$ cat src/design/pcicfg_pkg.sv
package pcicfg_pkg;

   // ==========================================================
   // Configuration offsets (byte addresses in config space)
   localparam logic [7:0] OFS_CLASS_REV   = 8'h08;
   localparam logic [7:0] OFS_TIMER_LINE  = 8'h0c;
   localparam logic [7:0] OFS_HDR_KIND    = 8'h0e;
   localparam logic [7:0] OFS_WIN_BASE    = 8'h10;

   // ==========================================================
   // Fixed field values
   localparam logic [7:0] BASE_CATEGORY   = 8'h0c;
   localparam logic [7:0] SUB_CATEGORY    = 8'h00;
   localparam logic [7:0] PROG_MODEL_CODE = 8'h10;
   localparam logic [7:0] SELF_TEST_CODE  = 8'h00;
   localparam logic [7:0] LAYOUT_KIND     = 8'h00;

   // ==========================================================
   // Field positions
   localparam int CLS_BASE_LSB    = 24;
   localparam int CLS_SUB_LSB     = 16;
   localparam int CLS_PROG_LSB    = 8;
   localparam int TL_TIMER_LSB    = 8;
   localparam int HDR_TEST_LSB    = 8;
   localparam int WIN_BASE_LSB    = 12;
   localparam int WIN_BASE_W      = 20;

   // ==========================================================
   // Reset values and masks
   localparam logic [15:0] TIMER_LINE_RST = 16'h0000;
   localparam logic [19:0] WIN_BASE_RST   = 20'h00000;
   localparam logic [31:0] WIN_RO_ZERO    = 32'h0000_0fff;
   localparam logic [31:0] WIN_SIZE_READ  = 32'hffff_f000;

   // ==========================================================
   // Carriers
   typedef struct packed {
      logic        rd;
      logic        wr;
      logic [7:0]  addr;
      logic [3:0]  be;
      logic [31:0] wdata;
   } pcicfg_req_t;

   typedef struct packed {
      logic        valid;
      logic [31:0] addr;
   } pcicfg_mem_t;

endpackage

$ cat src/design/pcicfg_tenure.sv
`timescale 1ns/1ps

module pcicfg_tenure (
   // Clock and reset
   input  wire logic       clk_i,
   input  wire logic       rst_i,
   // Control from the register bank
   input  wire logic [7:0] timer_value_i,
   // Bus master engine
   input  wire logic       frame_start_i,
   input  wire logic       xfer_active_i,
   input  wire logic       bus_grant_n_i,
   // Status
   output logic            expired_o,
   output logic            stop_o
);

   logic [7:0] count_reg;
   logic       run_reg;

   // ==========================================================
   // Tenure counter, restarted at every frame start
   always_ff @(posedge clk_i) begin
      if (rst_i) begin
         count_reg <= 8'h00;
         run_reg   <= 1'b0;
      end else if (frame_start_i) begin
         count_reg <= 8'h00;
         run_reg   <= 1'b1;
      end else if (!xfer_active_i) begin
         run_reg   <= 1'b0;
      end else if (run_reg && count_reg != 8'hff) begin
         count_reg <= count_reg + 8'h01;
      end
   end

   // ==========================================================
   // Expiry and stop request
   always_ff @(posedge clk_i) begin
      if (rst_i) begin
         expired_o <= 1'b0;
      end else if (frame_start_i) begin
         expired_o <= 1'b0;
      end else if (run_reg && count_reg >= timer_value_i) begin
         expired_o <= 1'b1;
      end
   end

   // Stop waits for grant loss so a granted master keeps its burst
   always_ff @(posedge clk_i) begin
      if (rst_i) begin
         stop_o <= 1'b0;
      end else begin
         stop_o <= expired_o && xfer_active_i && bus_grant_n_i;
      end
   end

   AST_TENURE_RESTART: assert property (
      @(posedge clk_i) disable iff (rst_i)
      frame_start_i |=> count_reg == 8'h00)
      else $error("tenure count not cleared at frame start");

   AST_TENURE_COUNT: assert property (
      @(posedge clk_i) disable iff (rst_i)
      run_reg && xfer_active_i && !frame_start_i && count_reg != 8'hff
      |=> count_reg == $past(count_reg) + 8'h01)
      else $error("tenure count did not advance");

   AST_TENURE_STOP: assert property (
      @(posedge clk_i) disable iff (rst_i)
      expired_o && xfer_active_i && bus_grant_n_i |=> stop_o)
      else $error("transaction not ended after grant loss");

   AST_TENURE_HOLD: assert property (
      @(posedge clk_i) disable iff (rst_i)
      stop_o |-> $past(expired_o) && $past(xfer_active_i) &&
      $past(bus_grant_n_i))
      else $error("stop raised without expiry and grant loss");

endmodule

$ cat src/design/pcicfg_regs.sv
`timescale 1ns/1ps

module pcicfg_regs #(
   // Arbitrary revision value, not tied to any part
   parameter logic [7:0] SILICON_REV_CODE = 8'h21
) (
   // Clock and reset
   input  wire logic                     clk_i,
   input  wire logic                     rst_i,
   // Configuration access
   input  wire pcicfg_pkg::pcicfg_req_t  cfg_req_i,
   output logic                          cfg_ack_o,
   output logic [31:0]                   cfg_rdata_o,
   // EEPROM preload path
   input  wire logic                     eeprom_present_i,
   input  wire logic                     preload_valid_i,
   input  wire logic [15:0]              preload_data_i,
   // Memory window decode
   input  wire logic                     memory_decode_enable_i,
   input  wire pcicfg_pkg::pcicfg_mem_t  mem_req_i,
   output logic                          win_hit_o,
   output logic [31:0]                   host_ctrl_window_base_o,
   // Bus master engine
   input  wire logic                     frame_start_i,
   input  wire logic                     xfer_active_i,
   input  wire logic                     bus_grant_n_i,
   output logic [7:0]                    line_size_setting_o,
   output logic                          tenure_expired_o,
   output logic                          tenure_stop_o
);

   typedef enum logic [0:0] {
      PL_WAIT,
      PL_DONE
   } pcicfg_pl_t;

   pcicfg_pl_t  pl_state_reg;
   logic [7:0]  tenure_timer_reg;
   logic [7:0]  line_size_reg;
   logic [19:0] window_base_reg;
   logic [31:0] class_word;
   logic [31:0] timer_word;
   logic [31:0] window_word;
   logic [31:0] read_next;
   logic        wr_timer_line;
   logic        wr_window;

   // ==========================================================
   // Read-back words
   assign class_word  = {pcicfg_pkg::BASE_CATEGORY,
                         pcicfg_pkg::SUB_CATEGORY,
                         pcicfg_pkg::PROG_MODEL_CODE,
                         SILICON_REV_CODE};
   assign timer_word  = {pcicfg_pkg::SELF_TEST_CODE,
                         pcicfg_pkg::LAYOUT_KIND,
                         tenure_timer_reg,
                         line_size_reg};
   // Low twelve bits are hard zero, which is what sizes the window
   assign window_word = {window_base_reg, 12'h000};

   // ==========================================================
   // Write decode
   // The header kind halfword shares the dword at 0Ch; its lanes are
   // simply not decoded for write.
   assign wr_timer_line = cfg_req_i.wr &&
      cfg_req_i.addr[7:2] == pcicfg_pkg::OFS_TIMER_LINE[7:2];
   assign wr_window     = cfg_req_i.wr &&
      cfg_req_i.addr[7:2] == pcicfg_pkg::OFS_WIN_BASE[7:2];

   // ==========================================================
   // Preload sequencer, one pass after reset
   always_ff @(posedge clk_i) begin
      if (rst_i) begin
         pl_state_reg <= PL_WAIT;
      end else begin
         unique case (pl_state_reg)
            PL_WAIT: begin
               // A host write to the 0Ch word also closes the window so it is not
               // overwritten by a late preload
               if (!eeprom_present_i || preload_valid_i || wr_timer_line) begin
                  pl_state_reg <= PL_DONE;
               end
            end
            PL_DONE: begin
               pl_state_reg <= PL_DONE;
            end
         endcase
      end
   end

   // ==========================================================
   // Tenure timer and line size
   always_ff @(posedge clk_i) begin
      if (rst_i) begin
         tenure_timer_reg <= pcicfg_pkg::TIMER_LINE_RST[15:8];
         line_size_reg    <= pcicfg_pkg::TIMER_LINE_RST[7:0];
      end else if (wr_timer_line) begin
         if (cfg_req_i.be[1]) begin
            tenure_timer_reg <= cfg_req_i.wdata[15:8];
         end
         if (cfg_req_i.be[0]) begin
            line_size_reg <= cfg_req_i.wdata[7:0];
         end
      end else if (pl_state_reg == PL_WAIT && eeprom_present_i &&
                   preload_valid_i) begin
         tenure_timer_reg <= preload_data_i[15:8];
         line_size_reg    <= preload_data_i[7:0];
      end
   end

   // ==========================================================
   // Window base, only bits 31:12 are storage
   always_ff @(posedge clk_i) begin
      if (rst_i) begin
         window_base_reg <= pcicfg_pkg::WIN_BASE_RST;
      end else if (wr_window) begin
         if (cfg_req_i.be[1]) begin
            window_base_reg[3:0] <= cfg_req_i.wdata[15:12];
         end
         if (cfg_req_i.be[2]) begin
            window_base_reg[11:4] <= cfg_req_i.wdata[23:16];
         end
         if (cfg_req_i.be[3]) begin
            window_base_reg[19:12] <= cfg_req_i.wdata[31:24];
         end
      end
   end

   // ==========================================================
   // Read mux and answer, one cycle after the request
   always_comb begin
      unique case (cfg_req_i.addr[7:2])
         pcicfg_pkg::OFS_CLASS_REV[7:2]:  read_next = class_word;
         pcicfg_pkg::OFS_TIMER_LINE[7:2]: read_next = timer_word;
         pcicfg_pkg::OFS_WIN_BASE[7:2]:   read_next = window_word;
         default:                         read_next = 32'h0000_0000;
      endcase
   end

   always_ff @(posedge clk_i) begin
      if (rst_i) begin
         cfg_ack_o   <= 1'b0;
         cfg_rdata_o <= 32'h0000_0000;
      end else begin
         cfg_ack_o <= cfg_req_i.rd || cfg_req_i.wr;
         if (cfg_req_i.rd) begin
            cfg_rdata_o <= read_next;
         end
      end
   end

   // ==========================================================
   // Window decode and engine outputs
   always_ff @(posedge clk_i) begin
      if (rst_i) begin
         win_hit_o               <= 1'b0;
         host_ctrl_window_base_o <= 32'h0000_0000;
         line_size_setting_o     <= 8'h00;
      end else begin
         win_hit_o <= mem_req_i.valid && memory_decode_enable_i &&
            mem_req_i.addr[31:12] == window_base_reg;
         host_ctrl_window_base_o <= window_word;
         line_size_setting_o     <= line_size_reg;
      end
   end

   pcicfg_tenure u_tenure (
      .clk_i         (clk_i),
      .rst_i         (rst_i),
      .timer_value_i (tenure_timer_reg),
      .frame_start_i (frame_start_i),
      .xfer_active_i (xfer_active_i),
      .bus_grant_n_i (bus_grant_n_i),
      .expired_o     (tenure_expired_o),
      .stop_o        (tenure_stop_o)
   );

   // ==========================================================
   // Checks
   AST_CLASS_BASE: assert property (
      @(posedge clk_i) disable iff (rst_i)
      cfg_req_i.rd && cfg_req_i.addr == pcicfg_pkg::OFS_CLASS_REV
      |=> cfg_rdata_o[31:24] == 8'h0c)
      else $error("base category not 0Ch");

   AST_CLASS_SUB: assert property (
      @(posedge clk_i) disable iff (rst_i)
      cfg_req_i.rd && cfg_req_i.addr == pcicfg_pkg::OFS_CLASS_REV
      |=> cfg_rdata_o[23:16] == 8'h00)
      else $error("sub category not 00h");

   AST_CLASS_PROG: assert property (
      @(posedge clk_i) disable iff (rst_i)
      cfg_req_i.rd && cfg_req_i.addr == pcicfg_pkg::OFS_CLASS_REV
      |=> cfg_rdata_o[15:8] == 8'h10 && cfg_ack_o)
      else $error("programming model code not 10h");

   AST_CLASS_REV: assert property (
      @(posedge clk_i) disable iff (rst_i)
      cfg_req_i.rd && cfg_req_i.addr == pcicfg_pkg::OFS_CLASS_REV
      |=> cfg_rdata_o[7:0] == SILICON_REV_CODE)
      else $error("silicon revision code wrong");

   AST_PRELOAD: assert property (
      @(posedge clk_i) disable iff (rst_i)
      pl_state_reg == PL_WAIT && eeprom_present_i && preload_valid_i &&
      !wr_timer_line |=> {tenure_timer_reg, line_size_reg} ==
      $past(preload_data_i))
      else $error("preload not taken");

   // Without an EEPROM nothing but a host write may move the timer word
   AST_NO_EEPROM: assert property (
      @(posedge clk_i) disable iff (rst_i)
      !eeprom_present_i && !wr_timer_line
      |=> $stable(tenure_timer_reg) && $stable(line_size_reg))
      else $error("timer word moved without EEPROM or write");

   AST_LINE_SIZE: assert property (
      @(posedge clk_i) disable iff (rst_i)
      wr_timer_line && cfg_req_i.be[0]
      |=> ##1 line_size_setting_o == $past(cfg_req_i.wdata[7:0], 2))
      else $error("line size not passed to engine");

   AST_HDR_KIND: assert property (
      @(posedge clk_i) disable iff (rst_i)
      cfg_req_i.rd && cfg_req_i.addr[7:2] == pcicfg_pkg::OFS_HDR_KIND[7:2]
      |=> cfg_rdata_o[31:16] == 16'h0000)
      else $error("header kind or self-test not zero");

   AST_WIN_SIZE: assert property (
      @(posedge clk_i) disable iff (rst_i)
      cfg_req_i.rd && cfg_req_i.addr == pcicfg_pkg::OFS_WIN_BASE &&
      window_base_reg == 20'hfffff |=> cfg_rdata_o == 32'hffff_f000)
      else $error("window sizing readback wrong");

   AST_WIN_LOW: assert property (
      @(posedge clk_i) disable iff (rst_i)
      cfg_ack_o && $past(cfg_req_i.rd) &&
      $past(cfg_req_i.addr) == pcicfg_pkg::OFS_WIN_BASE
      |-> cfg_rdata_o[11:0] == 12'h000)
      else $error("window low bits not zero");

   AST_WIN_STORE: assert property (
      @(posedge clk_i) disable iff (rst_i)
      wr_window && cfg_req_i.be == 4'hf
      |=> ##1 host_ctrl_window_base_o[31:12] ==
      $past(cfg_req_i.wdata[31:12], 2))
      else $error("window base not stored");

   AST_DECODE_GATE: assert property (
      @(posedge clk_i) disable iff (rst_i)
      !memory_decode_enable_i |=> !win_hit_o)
      else $error("window hit while decode disabled");

   AST_RO_CLASS: assert property (
      @(posedge clk_i) disable iff (rst_i)
      cfg_req_i.wr && cfg_req_i.addr == pcicfg_pkg::OFS_CLASS_REV
      |=> $stable(window_base_reg) && $stable(line_size_reg) &&
      $stable(tenure_timer_reg))
      else $error("write to read-only word changed state");

   // ==========================================================
   // Handshake, read-only lanes, preload closing and decode
   AST_ACK_TAKEN: assert property (
      @(posedge clk_i) disable iff (rst_i)
      cfg_req_i.rd || cfg_req_i.wr |=> cfg_ack_o)
      else $error("configuration access not acknowledged");

   AST_ACK_IDLE: assert property (
      @(posedge clk_i) disable iff (rst_i)
      !cfg_req_i.rd && !cfg_req_i.wr |=> !cfg_ack_o)
      else $error("acknowledge without an access");

   AST_RDATA_HOLD: assert property (
      @(posedge clk_i) disable iff (rst_i)
      !cfg_req_i.rd |=> $stable(cfg_rdata_o))
      else $error("read data changed without a read");

   // Everything from 20h upward is outside this bank
   AST_UNMAPPED_RD: assert property (
      @(posedge clk_i) disable iff (rst_i)
      cfg_req_i.rd && cfg_req_i.addr[7:5] != 3'h0
      |=> cfg_rdata_o == 32'h0000_0000)
      else $error("unmapped read not zero");

   AST_HDR_LANES: assert property (
      @(posedge clk_i) disable iff (rst_i)
      wr_timer_line && cfg_req_i.be[1:0] == 2'b00
      |=> $stable(tenure_timer_reg) && $stable(line_size_reg))
      else $error("write to header kind lanes changed state");

   AST_WIN_LANE0: assert property (
      @(posedge clk_i) disable iff (rst_i)
      wr_window && cfg_req_i.be[3:1] == 3'h0
      |=> $stable(window_base_reg))
      else $error("write to window low lane changed the base");

   AST_TIMER_WRITE: assert property (
      @(posedge clk_i) disable iff (rst_i)
      wr_timer_line && cfg_req_i.be[1]
      |=> tenure_timer_reg == $past(cfg_req_i.wdata[15:8]))
      else $error("tenure timer write not stored");

   AST_LINE_WRITE: assert property (
      @(posedge clk_i) disable iff (rst_i)
      wr_timer_line && cfg_req_i.be[0]
      |=> line_size_reg == $past(cfg_req_i.wdata[7:0]))
      else $error("line size write not stored");

   // A second preload pulse must not overwrite the first
   AST_PRELOAD_ONCE: assert property (
      @(posedge clk_i) disable iff (rst_i)
      pl_state_reg == PL_DONE && !wr_timer_line
      |=> $stable(tenure_timer_reg) && $stable(line_size_reg))
      else $error("timer word changed after preload closed");

   AST_PRELOAD_CLOSE: assert property (
      @(posedge clk_i) disable iff (rst_i)
      pl_state_reg == PL_WAIT && !eeprom_present_i
      |=> pl_state_reg == PL_DONE)
      else $error("preload left open without EEPROM");

   AST_HIT_MATCH: assert property (
      @(posedge clk_i) disable iff (rst_i)
      mem_req_i.valid && memory_decode_enable_i &&
      mem_req_i.addr[31:12] == window_base_reg |=> win_hit_o)
      else $error("window access inside base not decoded");

   AST_HIT_MISS: assert property (
      @(posedge clk_i) disable iff (rst_i)
      mem_req_i.valid && mem_req_i.addr[31:12] != window_base_reg
      |=> !win_hit_o)
      else $error("window hit outside the base");

   AST_HIT_IDLE: assert property (
      @(posedge clk_i) disable iff (rst_i)
      !mem_req_i.valid |=> !win_hit_o)
      else $error("window hit without a memory request");

endmodule

$ cat config.mk
export PLATFORM = sky130hd
export DESIGN_NAME = pcicfg_regs
export DESIGN_NICKNAME = d
export VERILOG_FILES = /design/src/design/pcicfg_pkg.sv /design/src/design/pcicfg_tenure.sv /design/src/design/pcicfg_regs.sv
export SDC_FILE = /design/constraint.sdc
export NUM_CORES = 1
export LEC_CHECK = 0
export BUFFER_PORTS_ARGS = -buffer_cell sky130_fd_sc_hd__buf_2
export CELL_PAD_IN_SITES_DETAIL_PLACEMENT = 1
export CELL_PAD_IN_SITES_GLOBAL_PLACEMENT = 2
export CORE_MARGIN = 2
export CORE_UTILIZATION = 24
export CTS_CLUSTER_DIAMETER = 120
export DETAILED_ROUTE_END_ITERATION = 10
export PLACE_DENSITY_LB_ADDON = 0.1
export SETUP_SLACK_MARGIN = 0.3
export SLEW_MARGIN = 20
export SYNTH_ARGS = -nofsm -noshare
export SYNTH_HDL_FRONTEND = slang
export SYNTH_SLANG_ARGS = --single-unit
$ cat constraint.sdc
create_clock -name clk_i -period 4.8 [get_ports clk_i]
set_clock_uncertainty 0.2 [all_clocks]
set_input_delay 0.48 -clock clk_i [delete_from_list [all_inputs] [get_ports clk_i]]
set_output_delay 0.48 -clock clk_i [all_outputs]
set_load 0.005 [all_outputs]
==> flow_metrics.env, run 1 <==
export IMPL_met2WireLength_um=6360
export IMPL_synthesized_netlist_cell_count=450
export IMPL_globalRouteOverflowTotal=0
export IMPL_vdd_ir_drop_worst_v=0.000158
export IMPL_cts_max_level=3
export IMPL_kind_of_cell_adding_the_most_delay_to_the_critical_path="simple AND/OR/NAND/NOR gates"
export IMPL_worstMarginPinSlew_ns=0.729
export IMPL_postRouteWirelength_um=13800
export IMPL_reg2reg_from="window_base_reg[2]"
export IMPL_detail_route_antenna_nets=0
export IMPL_rr_endpoint="win_hit_o"
export IMPL_maximum_number_of_pins_on_one_net_before_global_route_repair=55
export IMPL_yosysTopAreaCellShare_pct=47.8
export IMPL_std_cell_rows=50
export IMPL_slew_limit_headroom_pct=51.0
export IMPL_netlist_cell_type_count=51
export IMPL_timing_setup_critical_path_class="in -> reg"
export IMPL_synth_top_area_cell="dfxtp_1"
export IMPL_synth_seq_area_share_pct=47.8
export IMPL_synth_async_reset_ratio_pct=0
export IMPL_cts_reportedPaths_clkPinSlew_ns=0.08
export IMPL_synthToLayoutAreaGrowth_pct=26.0
export IMPL_worst_ep_required_time_ns=4.89
export IMPL_routed_wl_met3_um=859
export IMPL_period_needed_ns=2.12
export IMPL_setup_reg_to_reg_worst_slack_ns=3.00
export IMPL_hold_path_depth=3
export IMPL_fp_dieH_um=142
export IMPL_edff_count_synth=0
export IMPL_hold_path_class="in -> reg"
export IMPL_leakage_power_uw=0.00260
export IMPL_nNetsFinal=704
export IMPL_ys_top_cells_by_area="dfxtp_1 (48%), a2111oi_2 (5.5%), nor2_1 (4.7%)"
export IMPL_fin_crit_sh_pct=44.1
export IMPL_slowest_delay_ns=0.67
export IMPL_largest_reg_flops=32
export IMPL_synth_ff_latch_count=110
export IMPL_cts_buffers_inserted=9
export IMPL_max_clock_freq_ghz=0.472
export IMPL_critical_path_arrival_ns=2.21
export IMPL_boundaryPins=179
export IMPL_antenna_found_initial=3
export IMPL_numPortBuffers=152
export IMPL_timing_hold_worst_start="cfg_req_i[20]"
export IMPL_hold_violations=0
export IMPL_mean_instance_size_in_the_synthesized_netlist_um2=10.2
export IMPL_cts_tree="done"
export IMPL_floorplan_initialDensity_pct=24.5
export IMPL_drt_met1_wl_um=6340
export IMPL_dr_pass1_iters=4
export IMPL_setup_worst_path_start_class="primary input"
export IMPL_final_setup_tns_ns=0
export IMPL_first_pass_grt_wire_length_um=21200
export IMPL_grt_pass1_vias=3896
export IMPL_fp_dieArea_um2=20300
export IMPL_status="finished, final reports clean"
export IMPL_ctsResizeCount=0
export IMPL_cp_slowest_cell="nor3b_4"
export IMPL_initialDrtViolationCount=127
export IMPL_vias_post_dr=3722
export IMPL_setup_viol_count_final=0
export IMPL_crit_path_cell_trace="buf_2, nor3_4, and2_1, nor3b_4, a22o_1"
export IMPL_max_cap_viols=0
export IMPL_cts_sink_count=110
export IMPL_unrepaired_setup_endpoints_after_global_routing="false"
export IMPL_hpwl_um=10500
export IMPL_ctsHoldBuffers=0
export IMPL_post_route_cells_drive_above_1_share_pct=33.0
export IMPL_cts_root_to_sink_buffers=2
export IMPL_clk_latency_ns=0.36
export IMPL_chipWidth_um=142
export IMPL_top_layer_used="met5"
export IMPL_worst_path_buf_inv=1
export IMPL_vias_per_cell=4.47
export IMPL_route_detailed_wl_per_inst_um=16.6
export IMPL_final_max_slew_violation_count=0
export IMPL_gr_usage_all_layers_pct=13.7
export IMPL_synth_warning_count=0
export IMPL_yosys_most_used_dff="dfxtp_1"
export IMPL_worst_reg_to_reg_path_cell_count=4
export IMPL_route_detailed_drc=0
export IMPL_critPathCaptureType="flip-flop"
export IMPL_synth_cell_area_um2=4600
export IMPL_whs_endpoint="window_base_reg[8]"
export IMPL_power_density_nw_per_um2=313
export IMPL_finalWeightedCongestion=0.751
export IMPL_fin_total_pwr_uw=1810
export IMPL_post_cts_repair_setup_buffers=0
export IMPL_crit_path_max_fanout=14
export IMPL_cts_root_buf="clkbuf_16"
export IMPL_fp_coreArea_um2=18800
-- logic make-up (layout without fill, tap and decap cells) --
kind of cell | after synthesis | count (layout) | share of synthesized area (%)
other | 1 | 13 | 0.0815
adder cells (fa/ha/maj) | 9 | 9 | 2.45
AO/OA/AOI/OAI | 66 | 66 | 13.7
buffers and inverters | 53 | 189 | 5.93
AND/OR/NAND/NOR | 164 | 164 | 19.9
multiplexers | 23 | 23 | 5.54
XOR/XNOR | 24 | 24 | 4.57
flip-flops | 110 | 110 | 47.8
-- through the flow --
| stage | setup WS [ns] | instance area, um2 | hold WS [ns] | utilization, % | cells |
|---|---|---|---|---|---|
| 5_1_grt | 2.55 | 5800 | 0.173 | 30.9 | 831 |
| 3_3_place_gp | 2.32 | 5510 | 0.254 | 29.4 | 815 |
| 6_report | 2.68 | 5800 | 0.155 | 30.9 | 832 |
| 2_1_floorplan | 2.96 | 4640 | 0.248 | - | 461 |
| 4_1_cts | 2.67 | 5800 | 0.150 | 30.9 | 831 |
| 3_5_place_dp | 2.29 | 5510 | 0.266 | 29.4 | 815 |
-- how the worst max path moves through the flow --
stage,start,end,slack (ns),depth (start not counted)
2_1_floorplan,cfg_req_i[41],line_size_reg[0],2.96,4
3_5_place_dp,cfg_req_i[41],cfg_rdata_o[21],2.29,5
5_1_grt,cfg_req_i[41],cfg_rdata_o[22],2.55,5
3_3_place_gp,cfg_req_i[41],cfg_rdata_o[16],2.32,5
6_report,cfg_req_i[41],cfg_rdata_o[21],2.68,5
4_1_cts,cfg_req_i[41],cfg_rdata_o[21],2.67,5
-- tightest hold or removal path, delay by kind of cell --
| kind | cells | cell delay, ns |
|---|---|---|
| multiplexers | 1 | 0.05 |
| buffers and inverters | 1 | 0.07 |
| AND/OR/NAND/NOR | 1 | 0.07 |
-- metal layers --
layer  vias to the layer above  GRT usage, %
met3                        16          3.60
met2                       106          22.2
li1                       1859             -
met1                      1737          17.4
met4                         4          5.00
met5                         -             0
-- layout by cell type, fill, tap and decap left out, types with 2 or more instances in the layout --
master and count:
mux2i_1 21, nor3_1 24, a2111oi_2 17, a211oi_1 3, clkbuf_16 9, o211ai_1 2
and4b_1 2, clkinv_4 2, nor2_1 57, nand3_1 5, nor4_1 3, ha_1 9
dfxtp_1 110, nand2b_1 2, nand2_1 10, xnor2_1 19, inv_1 19, and2_1 3
nor2b_1 20, a21oi_1 8, inv_6 2, nor3b_1 17, nand4_1 6, buf_4 2
a22oi_1 10, conb_1 12, a221oi_1 4, nand4_2 2, buf_2 151, mux2i_4 2
a22o_1 15, xor2_1 5
-- Yosys cell counts, types with 3 or more instances --
| cell | instances |
|---|---|
| buf_6 | 3 |
| a221oi_1 | 4 |
| nor3_1 | 24 |
| nor2_1 | 58 |
| a22oi_1 | 10 |
| nand3_1 | 5 |
| nor4_1 | 3 |
| a211oi_1 | 3 |
| and2_1 | 3 |
| nor2b_1 | 20 |
| dfxtp_1 | 110 |
| a21oi_1 | 8 |
| clkbuf_1 | 15 |
| mux2i_1 | 21 |
| xor2_1 | 5 |
| buf_4 | 13 |
| inv_1 | 19 |
| nand2_1 | 10 |
| nor3b_1 | 17 |
| a22o_1 | 15 |
| ha_1 | 9 |
| a2111oi_2 | 17 |
| nand4_1 | 6 |
| xnor2_1 | 19 |
-- cell type report --
cell class / count / area (um2)
tap: 234 / 293
fill: 2179 / 13000
clock inverter: 5 / 42.5
sequential: 110 / 2200
timing repair buffer: 153 / 771
multi-input combinational: 298 / 2170
inverter: 20 / 75.1
clock buffer: 11 / 243
antenna: 1 / 2.50
-- power by group --
part	switching, uW	internal, uW
registers	8.99	928
clock network	356	373
logic	84.0	63.9
total	449	1360
Power figures use the tool's default switching activity.
==> run 2: changes to the inputs <==
Clock period 4.8 ns to 2.1 ns, I/O delays scaled along.
==> flow_metrics.env, run 2 (synthesized netlist as in run 1, its figures left out) <==
export IMPL_setup_reg_to_reg_worst_slack_ns=0.38
export IMPL_antenna_found_initial=0
export IMPL_fp_dieArea_um2=20300
export IMPL_hpwl_um=10800
export IMPL_dp_cells=828
export IMPL_cts_tree="done"
export IMPL_fp_dieH_um=142
export IMPL_std_cell_rows=50
export IMPL_setup_worst_path_start="tenure_timer_reg[7]"
export IMPL_holdWs_ns=0.0189
export IMPL_grt_pass1_vias=4047
export IMPL_slew_limit_headroom_pct=50.6
export IMPL_route_detailed_drc=0
export IMPL_instances_no_fill=878
export IMPL_cts_buffers_inserted=9
export IMPL_worst_ep_required_time_ns=2.13
export IMPL_dr_pass1_iters=4
export IMPL_final_cell_mix="buf_2 (151), dfxtp_1 (106), nor2_1 (57), dlygate4sd3_1 (34), nor3_1 (24)"
export IMPL_worstMarginPinSlew_ns=0.740
export IMPL_rr_endpoint="u_tenure.expired_o"
export IMPL_first_pass_grt_wire_length_um=21800
export IMPL_share_seq_of_total_power_pct=47.2
export IMPL_largest_reg_flops=32
export IMPL_timing_setup_critical_path_class="reg -> reg"
export IMPL_vdd_ir_drop_worst_v=0.000371
export IMPL_fin_crit_sh_pct=82.0
export IMPL_vias_post_dr=3914
export IMPL_floorplan_initialDensity_pct=24.5
export IMPL_post_route_cells_drive_above_1_share_pct=33.5
export IMPL_setup_worst_path_start_class="flip-flop"
export IMPL_cts_root_to_sink_buffers=2
export IMPL_postLayoutCoreUtil_pct=33.7
export IMPL_setup_slack_placement_ns=0.248
export IMPL_number_of_antenna_diodes=0
export IMPL_hold_path_class="in -> reg"
export IMPL_crit_path_max_fanout=2
export IMPL_chipWidth_um=142
export IMPL_numPortBuffers=152
export IMPL_whs_endpoint="win_hit_o"
export IMPL_swShare_pct=22.5
export IMPL_critPathCaptureType="flip-flop"
export IMPL_cts_max_level=3
export IMPL_period_needed_ns=1.72
export IMPL_leakage_power_uw=0.00284
export IMPL_detail_route_antenna_nets=0
export IMPL_boundaryPins=179
export IMPL_layout_commonest_cell="buf_2"
export IMPL_unrepaired_setup_endpoints_after_global_routing="true"
export IMPL_power_switching_uw=1020
export IMPL_critical_path_arrival_ns=1.75
export IMPL_maximum_number_of_pins_on_one_net_before_global_route_repair=43
export IMPL_cts_sink_count=110
export IMPL_worst_reg_to_reg_path_cell_count=6
export IMPL_power_density_nw_per_um2=718
export IMPL_share_clk_of_total_power_pct=44.0
export IMPL_p_comb_share_pct=8.8
export IMPL_initialDrtViolationCount=101
export IMPL_clk_latency_ns=0.35
export IMPL_final_setup_tns_ns=0
export IMPL_reg2reg_from="tenure_timer_reg[7]"
export IMPL_max_clock_freq_ghz=0.581
export IMPL_final_setup_worst_slack_ns=0.378
export IMPL_vias_per_cell=4.46
export IMPL_cts_reportedPaths_clkPinSlew_ns=0.07
export IMPL_finalWeightedCongestion=0.753
export IMPL_final_max_slew_violation_count=0
export IMPL_fp_coreArea_um2=18800
export IMPL_hold_path_depth=4
export IMPL_gr_usage_all_layers_pct=14.1
export IMPL_hold_violations=0
export IMPL_timing_hold_worst_start="memory_decode_enable_i"
export IMPL_status="finished, final reports clean"
export IMPL_nNetsFinal=751
export IMPL_cts_root_buf="clkbuf_16"
export IMPL_postRouteWirelength_um=14300
export IMPL_globalRouteOverflowTotal=0
export IMPL_max_cap_viols=0
export IMPL_cellInternalPower_uw=3520
export IMPL_synthToLayoutAreaGrowth_pct=37.3
export IMPL_post_cts_repair_setup_buffers=0
export IMPL_route_detailed_wl_per_inst_um=16.3
export IMPL_fillers=2195
export IMPL_setup_viol_count_final=0
run 2: cell types whose count changed in the layout (fill, tap and decap cells not counted), sizes merged:
cell / before / now
dlygate4sd3: 0 / 34
buf: 153 / 166
bufinv: 0 / 3
inv: 22 / 20
clkinv: 2 / 1
diode: 1 / 0
run 2: what timing repair did:
item | in CTS | in global routing
hold buffers | 34 | 0
hold endpoints to repair | 25 | 0
endpoints found under the setup margin | 1 | 3
pin swaps | 0 | 1
resized for setup | 3 | 4
run 2: metal layers:
metal,up-vias,routed length [um],global-route usage (%)
met5,-,0,0
met1,1843,6740,18.2
met3,17,681,2.96
li1,1943,-,-
met2,111,6590,23.1
met4,0,269,5.26
run 2: final cells by class:
class	count	area, um2	share of cell area (%)
well taps	234	293	4.63
clock inverters	5	106	1.68
flip-flops and latches	110	2210	34.9
inverters	20	75.1	1.19
multi-input cells	298	2180	34.6
clock buffers	11	243	3.84
repair buffers	200	1210	19.2
run 2: worst max-delay path by stage:
stage,end,cells past startpoint
after CTS,win_hit_o,4
after global routing,u_tenure.expired_o,6
after floorplan,u_tenure.expired_o,6
final,u_tenure.expired_o,6
after detailed placement,cfg_rdata_o[13],5
after global placement,cfg_rdata_o[19],3
run 2: stage by stage:
stage	total power, uW	area (um2)
6_report	4540	6320
4_1_cts	4630	6310
5_1_grt	4750	6320
3_5_place_dp	2550	5610
3_3_place_gp	2540	5610
2_1_floorplan	2380	4640
run 2: power groups by stage:
stage / combinational, uW / clock (uW) / sequential, uW
6_report: 399 / 1990 / 2140
2_1_floorplan: 194 / 0 / 2190
3_3_place_gp: 349 / 0 / 2190
5_1_grt: 442 / 2160 / 2150
4_1_cts: 407 / 2080 / 2140
3_5_place_dp: 353 / 0 / 2190
run 2: critical path, stage by stage (launching register included):
cell,delay (ns)
dfxtp_1,0.36
inv_1,0.09
ha_1,0.31
and3_1,0.18
a22o_1,0.19
o31ai_2,0.17
o21ai_0,0.11
